==> config.mk <==
export PLATFORM = sky130hd
export DESIGN_NAME = lrlr_top
export DESIGN_NICKNAME = d
export VERILOG_FILES = /design/src/design/lrlr_pkg.sv /design/src/design/lrlr_eq_adapt.sv /design/src/design/lrlr_top.sv
export SDC_FILE = /design/constraint.sdc
export NUM_CORES = 1
export LEC_CHECK = 0
export BUFFER_PORTS_ARGS = -buffer_cell sky130_fd_sc_hd__buf_2
export CAP_MARGIN = 20
export CORE_ASPECT_RATIO = 1.5
export CORE_MARGIN = 2
export CORE_UTILIZATION = 46
export CTS_CLUSTER_SIZE = 14
export DETAILED_ROUTE_END_ITERATION = 10
export PLACE_DENSITY_LB_ADDON = 0.1
export SYNTH_ARGS = -nofsm -noshare
export SYNTH_HDL_FRONTEND = slang
export SYNTH_SLANG_ARGS = --single-unit
==> constraint.sdc <==
create_clock -name CLOCK_I -period 5.09 [get_ports CLOCK_I]
set_input_delay 0.509 -clock CLOCK_I [delete_from_list [all_inputs] [get_ports CLOCK_I]]
set_output_delay 0.509 -clock CLOCK_I [all_outputs]
set_load 0.02 [all_outputs]
==> src/design/lrlr_pkg.sv <==
/*
 * lrlr_pkg: constants and carrier types for the link reset and lock
 * recovery controller. Assumes a 40 MHz core clock.
 */
package lrlr_pkg;
    // core clock rate
    localparam int unsigned CLK_HZ = 40_000_000;
    // power-down pin low time, least, in microseconds
    localparam int unsigned PIN_LOW_MIN_US = 2000;
    localparam int unsigned PIN_LOW_MIN_CYC = (PIN_LOW_MIN_US * (CLK_HZ / 1_000_000));
    // data lock time after pin release, typical and most, in microseconds
    localparam int unsigned LOCK_TYP_US = 15000;
    localparam int unsigned LOCK_MAX_US = 22000;
    localparam int unsigned LOCK_TYP_CYC = (LOCK_TYP_US * (CLK_HZ / 1_000_000));
    localparam int unsigned LOCK_MAX_CYC = (LOCK_MAX_US * (CLK_HZ / 1_000_000));
    // adaptive equalizer step interval in core clocks
    localparam int unsigned ACQ_STEP_CYC_DEF = 4096;
    // register offsets and field positions
    localparam logic [7:0] REG_RESET_OFS = 8'h01;
    localparam int unsigned DIG_RESET_BIT = 1;
    localparam logic [7:0] REG_MANUAL_EQ_OFS = 8'h04;
    localparam logic [7:0] REG_EQ_TEST_OFS = 8'h4d;
    localparam int unsigned EQ_BYPASS_BIT = 6;
    localparam logic [7:0] REG_EQ_VALUE_OFS = 8'h4e;
    localparam int unsigned EQ_READBACK_LSB = 4;
    // equalizer level width and reset level
    localparam int unsigned EQ_W = 4;
    localparam logic [3:0] EQ_RESET_LEVEL = 4'h0;
    // lock acquisition states
    typedef enum logic [1:0] {
        LRLR_OFF,
        LRLR_ACQUIRE,
        LRLR_LOCKED
    } lrlr_state_t;
    // equalizer settings that travel together
    typedef struct packed {
        logic bypass;
        logic [3:0] manual_level;
    } lrlr_eq_cfg_t;
endpackage

==> src/design/lrlr_eq_adapt.sv <==
/*
 * lrlr_eq_adapt: adaptive equalizer level stepper. Steps the level on each
 * step enable while the eye is poor; cleared by restart.
 * Assumes all inputs are on CLOCK_I's domain.
 */
`timescale 1ns/1ps
`default_nettype none
module lrlr_eq_adapt
    import lrlr_pkg::*;
(
    input wire logic clk_i,
    input wire logic rst_n_i,
    input wire logic restart_i,
    input wire logic step_i,
    input wire logic eye_poor_i,
    output logic [3:0] level_o
);
    typedef struct packed {
        logic [3:0] level;
    } lrlr_adapt_t;
    lrlr_adapt_t st, next_st;

    // thermometer step keeps the level on the five-code ladder
    always_comb
    begin
        next_st = st;
        if (restart_i)
        begin
            next_st.level = EQ_RESET_LEVEL;
        end
        else if (step_i && eye_poor_i)
        begin
            next_st.level = {st.level[2:0], 1'b1};
        end
    end

    always_ff @(posedge clk_i)
    begin
        if (!rst_n_i)
        begin
            st <= '{level: EQ_RESET_LEVEL};
        end
        else
        begin
            st <= next_st;
        end
    end

    assign level_o = st.level;
endmodule
`default_nettype wire

==> src/design/lrlr_top.sv <==
/*
 * lrlr_top: reset and lock recovery controller for a serial video link
 * receiver. Holds the config bits as ports, sequences lock acquisition.
 * Assumes pin inputs are asynchronous; config and reset-bit writes come
 * from a register decoder on CLOCK_I.
 */
// Behaviour
// RQ1: reset by power-down pin or by writing one to digital reset bit.
// RQ2: digital reset restarts all logic but keeps configuration values.
// RQ3: digital reset bit clears itself once the reset has run.
// RQ4: host resets the device with signal present after wrong bring-up.
// RQ5: host resets the device when lock drops after cable replug.
// RQ6: host holds power-down pin low at least 2 ms.
// RQ7: lock achieved within 22 ms of power-down pin rising.
// RQ8: on lock loss, equalizer resets and acquisition reruns until locked.
// RQ9: equalization level may be set manually.
// RQ10: equalized level is presented on the monitor output.
// RQ11: bypass bit selects manual level instead of adaptive equalizer.
// RQ12: level in use is reported in read-back bits 7 to 4.
// RQ13: lock indicator low during any reset or reacquisition.
`timescale 1ns/1ps
`default_nettype none
module lrlr_top
    import lrlr_pkg::*;
#(
    parameter int unsigned LOCK_TIMEOUT_CYC = LOCK_MAX_CYC,
    parameter int unsigned ACQ_STEP_CYC = ACQ_STEP_CYC_DEF
)
(
    input wire logic CLOCK_I,
    input wire logic RST_N_I,
    input wire logic POWER_DOWN_RESET_PIN_N_I,
    input wire logic DIG_RESET_WR_I,
    input wire logic EQ_BYPASS_I,
    input wire logic [3:0] MANUAL_EQ_LEVEL_I,
    input wire logic SIGNAL_DETECT_I,
    input wire logic PHASE_LOCK_I,
    input wire logic EYE_POOR_I,
    output logic DIG_RESET_BIT_O,
    output logic LOCK_O,
    output logic LOCK_TIMEOUT_O,
    output logic [7:0] EQ_VALUE_REG_O,
    output logic [3:0] EQ_MONITOR_LEVEL_O
);
    // refuse timing the counters cannot serve: a zero step never pulses,
    // and a step longer than the lock window would move the level one step at most
    if (LOCK_TIMEOUT_CYC < 1)
    begin : g_bad_timeout
        $error("lrlr_top: LOCK_TIMEOUT_CYC must be at least one");
    end
    if (ACQ_STEP_CYC < 1 || ACQ_STEP_CYC > LOCK_TIMEOUT_CYC)
    begin : g_bad_step
        $error("lrlr_top: ACQ_STEP_CYC must lie between one and LOCK_TIMEOUT_CYC");
    end
    // the level ladder is four thermometer bits wide
    if (EQ_W != 4)
    begin : g_bad_eq_width
        $error("lrlr_top: EQ_W must be four");
    end

    typedef struct packed {
        logic [1:0] pdn_sync;
        logic [1:0] sd_sync;
        logic [1:0] pl_sync;
        logic [1:0] eye_sync;
        logic dig_reset;
        lrlr_state_t state;
        logic [31:0] timer;
        logic [31:0] step_cnt;
        logic timeout;
        logic lock;
        logic [7:0] eq_value;
        logic [3:0] mon_level;
    } lrlr_state_all_t;

    // reset image: synchronisers empty, acquisition idle, level at the bottom
    localparam lrlr_state_all_t ST_RESET = '{
        pdn_sync: 2'b00,
        sd_sync: 2'b00,
        pl_sync: 2'b00,
        eye_sync: 2'b00,
        dig_reset: 1'b0,
        state: LRLR_OFF,
        timer: 32'h0,
        step_cnt: 32'h0,
        timeout: 1'b0,
        lock: 1'b0,
        eq_value: {EQ_RESET_LEVEL, 4'h0},
        mon_level: EQ_RESET_LEVEL
    };

    // two-flop shift: bit 0 meets the pin, only bit 1 feeds any logic
    function automatic logic [1:0] sync2(input logic [1:0] chain, input logic pin);
        return {chain[0], pin};
    endfunction

    // lock is declared only while phase lock and a signal are both present
    function automatic logic link_good(input lrlr_state_all_t s);
        return s.pl_sync[1] && s.sd_sync[1];
    endfunction

    lrlr_state_all_t st, next_st;
    logic [3:0] adapt_level;
    logic [3:0] used_level;
    logic restart_eq;
    logic any_reset;
    logic step_pulse;
    logic pin_low;
    lrlr_eq_cfg_t eq_cfg;

    // config bits kept in the outer register file, so no reset reaches them
    assign eq_cfg = '{bypass: EQ_BYPASS_I, manual_level: MANUAL_EQ_LEVEL_I};
    assign pin_low = !st.pdn_sync[1];
    // pin or register-bit reset, either one restarts the logic
    assign any_reset = pin_low || st.dig_reset; // RQ1
    // equalizer restarts on any reset and on every fresh acquisition;
    // it is not restarted while locked, but still steps up while the eye is poor
    assign restart_eq = any_reset || (st.state == LRLR_OFF); // RQ8
    // divider, cleared on any reset: one-cycle step enable every ACQ_STEP_CYC clocks
    assign step_pulse = (st.step_cnt == ACQ_STEP_CYC - 1);
    // level in use: manual when bypassed, adaptive otherwise
    assign used_level = eq_cfg.bypass ? eq_cfg.manual_level : adapt_level; // RQ9 RQ11

    lrlr_eq_adapt u_eq
    (
        .clk_i(CLOCK_I),
        .rst_n_i(RST_N_I),
        .restart_i(restart_eq),
        .step_i(step_pulse),
        .eye_poor_i(st.eye_sync[1]),
        .level_o(adapt_level)
    );

    // next-state logic: every output is a register fed from here, so the
    // pins never see glitches from the decode
    always_comb
    begin
        next_st = st;
        // two-stage synchronisers for pin-side inputs
        next_st.pdn_sync = sync2(st.pdn_sync, POWER_DOWN_RESET_PIN_N_I);
        next_st.sd_sync = sync2(st.sd_sync, SIGNAL_DETECT_I);
        next_st.pl_sync = sync2(st.pl_sync, PHASE_LOCK_I);
        next_st.eye_sync = sync2(st.eye_sync, EYE_POOR_I);
        // self-clearing reset bit: set is one-cycle, runs one restart, then clears
        next_st.dig_reset = 1'b0; // RQ3
        if (DIG_RESET_WR_I)
        begin
            next_st.dig_reset = 1'b1; // RQ1
        end
        next_st.step_cnt = step_pulse ? 32'h0 : st.step_cnt + 32'h1;
        next_st.eq_value = {used_level, 4'h0}; // RQ12
        next_st.mon_level = used_level; // RQ10
        if (any_reset)
        begin
            // pin or bit reset: logic restarts, config ports untouched
            next_st.state = LRLR_OFF; // RQ1 RQ2
            next_st.lock = 1'b0; // RQ13
            next_st.timer = 32'h0;
            next_st.timeout = 1'b0;
            next_st.step_cnt = 32'h0;
        end
        else
        begin
            unique case (st.state)
                LRLR_OFF:
                begin
                    next_st.state = LRLR_ACQUIRE;
                    next_st.timer = 32'h0;
                    next_st.lock = 1'b0;
                end
                LRLR_ACQUIRE:
                begin
                    // lock declared on phase lock with signal present
                    if (link_good(st))
                    begin
                        next_st.state = LRLR_LOCKED;
                        next_st.lock = 1'b1; // RQ13
                    end
                    else if (st.timer == LOCK_TIMEOUT_CYC - 1)
                    begin
                        // missed the lock window: flag it, restart acquisition
                        // the flag stays up until the next pin or bit reset
                        next_st.timeout = 1'b1; // RQ7
                        next_st.state = LRLR_OFF;
                    end
                    else
                    begin
                        next_st.timer = st.timer + 32'h1;
                    end
                end
                LRLR_LOCKED:
                begin
                    // while locked the equalizer is not restarted, but still steps on a poor eye
                    if (!link_good(st))
                    begin
                        // lost lock: equalizer resets via restart_eq, acquire again
                        next_st.state = LRLR_OFF; // RQ8
                        next_st.lock = 1'b0; // RQ13
                    end
                end
            endcase
        end
    end

    // synchronous reset to the reset image; config ports hold no state here
    always_ff @(posedge CLOCK_I)
    begin
        if (!RST_N_I)
        begin
            st <= ST_RESET;
        end
        else
        begin
            st <= next_st;
        end
    end

    // outputs straight from the state register
    assign DIG_RESET_BIT_O = st.dig_reset;
    assign LOCK_O = st.lock;
    assign LOCK_TIMEOUT_O = st.timeout;
    assign EQ_VALUE_REG_O = st.eq_value;
    assign EQ_MONITOR_LEVEL_O = st.mon_level;
endmodule
`default_nettype wire

==> results.ini <==
[cells_and_area]
fillers = 840
layout.nets = 498
multi_input_area_um2 = 2240
antenna_cells = 0
drive_gt1_share_pct = 11.3
regArea_um2 = 1700
final_area_um2 = 4550
final_cell_mix = dfxtp_1, nor2_1, nand2_1, nand3_1
area_growth_pct = 10.4
layout_commonest_cell = dfxtp_1

[critical_path]
critPathMaxFanout = 17
required_ps = 5350
crit_path_max_incr_delay_ps = 570
critPathTopFamily = simple AND/OR/NAND/NOR gates
cp_slowest_cell = or4b_1
critical_path_buf_inv_count = 1
crit_chain = inv_1, ha_1, a21boi_1, nor2_1, or4b_1, a21oi_1
critPathKind = flop to flop
arrival_ps = 2870
cp-start-kind = flop
cp-end-kind = flop

[clocking]
htree_levels = 3
cts_max_path_buffers = 2
clock_latency_ps = 340
cts_root_buf = clkbuf_16
clock_sinks = 85
cts_tree = done
cts_resized = 0
post_cts.repair.setup_buffers = 0
clk_pin_slew_ps = 70
postCtsHoldBufs = 0
cts_made_buffers = 9

[power_and_ir_drop]
power_density_nw_per_um2 = 303
ir_worst_vdd_mv = 0.177
p_leak_nw = 1.49

[global_routing]
track_usage_pct = 20.5
antenna_found_initial = 0
grt_pass1_vias = 3340
grt_max_degree = 33
grt_remaining_overflow = 0
grt_pass1_wl_mm = 15.7

[logic_synthesis]
yosysSeqAreaShare_pct = 41.3
ys_seq_elements = 85
synth_top_area_share_pct = 41.3
syn-cell-area_um2 = 4120
synth-edff-count = 0
syn_area_per_cell_um2 = 8.76
synth.area.top_cells = dfxtp_1, xor2_1, nor2_1
yosysTopAreaCell = dfxtp_1
ys_types = 55
yosys_warnings = 0
syn_inst = 471
async_flop_share_pct = 0
synth-main-ff-cell = dfxtp_1

[die]
die_w_um = 81.3
dieArea_um2 = 9750
start_util_pct = 47.0
rows = 42
fp.dieH_um = 120
ios = 27
design.core.area_um2 = 8780

[placed_design]
dpl.hpwl_mm = 6.74
place_congestion = 0.915
dpl_cell_area_um2 = 4240
io_buffer_count = 22

[sta]
fin_crit_ps = 2610
fmax_mhz = 384
clock_skew_ps = 10.7
relSlewSlack_pct = 41.1
maxSlewViolCount = 0
tns_ps = 0
grt_setup_unrepaired = no
max_slew.worst_pin.slew_ps = 880
setup_viol = 0
hold_violations = 0
fin_crit_sh_pct = 51.2
whs_ps = 370

[drt]
drt-wirelength-per-cell_um = 15.9
vias_per_cell = 5.91
antenna_left = 0
drt_pass1_iterations = 4
vias = 3523
drtIter0Drc = 170
drc_errors = 0
routed_wirelength_mm = 9.47

[hold_path]
holdCritPathClass = input pin to flop

[run]
cap_violations = 0

[status]
status = finished clean

synthesized netlist by cell type, drive strengths merged, types with 3 or more instances:
cell,number
a211oi,3
a21oi,16
a31oi,5
and2,14
and3,12
and4,6
buf,18
clkbuf,9
dfxtp,85
ha,5
inv,11
mux2i,9
nand2,28
nand3,27
nand4,26
nand4b,4
nor2,51
nor2b,6
nor3,10
nor4,15
nor4b,3
o211ai,4
o21ai,11
o311ai,3
o31ai,13
or2,4
or3,15
or4,6
xnor2,8
xor2,25
final cells by class:
class	instances	area share (%)
well taps	110	3.02
multi-input cells	351	49.3
inverters	11	0.907
clock buffers	10	5.25
clock inverters	6	1.54
repair buffers	23	2.58
flip-flops and latches	85	37.4
registers in the layout, indices dropped and copies added, names as in the netlist:
signal	flops
DIG_RESET_BIT_O	1
EQ_MONITOR_LEVEL_O	4
LOCK_O	1
LOCK_TIMEOUT_O	1
next_st	4
st	70
u_eq.level_o	4
logic make-up after synthesis:
group | Yosys count | synth area share, %
AO/OA/AOI/OAI | 68 | 11.4
XOR/XNOR | 33 | 7.01
adder cells (fa/ha/maj) | 5 | 1.52
buffers and inverters | 38 | 4.79
flip-flops | 85 | 41.3
multiplexers | 9 | 2.18
other | 1 | 0.0909
AND/OR/NAND/NOR | 232 | 31.8
worst reg2reg max path: cells and delay by family, from the launching register on:
kind	cells	cell delay, ps
flip-flops	1	340
AND/OR/NAND/NOR	2	910
buffers and inverters	1	90
AO/OA/AOI/OAI	2	670
adder cells (fa/ha/maj)	1	510
final timing paths:
kind	startpoint	endpoint	slack, ps	depth (start not counted)
min	DIG_RESET_WR_I	DIG_RESET_BIT_O	370	2
min reg2reg	next_st[88]	st[88]	440	1
max reg2reg	st[79]	st[62]	2480	6
max	st[79]	st[62]	2480	6
through the flow:
stage / setup slack [ps] / instances / utilization [%] / power [mW]
2_1_floorplan: 3090 / 474 / - / 0.715
3_3_place_gp: 2620 / 580 / 48.3 / 0.720
3_5_place_dp: 2480 / 580 / 48.3 / 0.720
4_1_cts: 2490 / 596 / 51.9 / 1.40
5_1_grt: 2270 / 596 / 51.9 / 1.43
6_report: 2480 / 596 / 51.9 / 1.38
report_power, final:
group          switching (mW)  total (mW)  leakage (nW)  internal, mW
Clock                   0.275       0.672         0.147         0.397
Sequential            0.00232       0.672         0.687         0.670
Combinational          0.0212      0.0329         0.655        0.0116
per-layer routing:
| metal | part of all wire, % | global-route usage, % | vias up |
|---|---|---|---|
| li1 | - | - | 1743 |
| met1 | 41 | 23.6 | 1685 |
| met2 | 53 | 35.3 | 68 |
| met3 | 3.3 | 3.83 | 27 |
| met4 | 3.0 | 10.6 | 0 |
| met5 | 0 | 0 | - |
No activity file was read; power rests on OpenSTA's default activity.
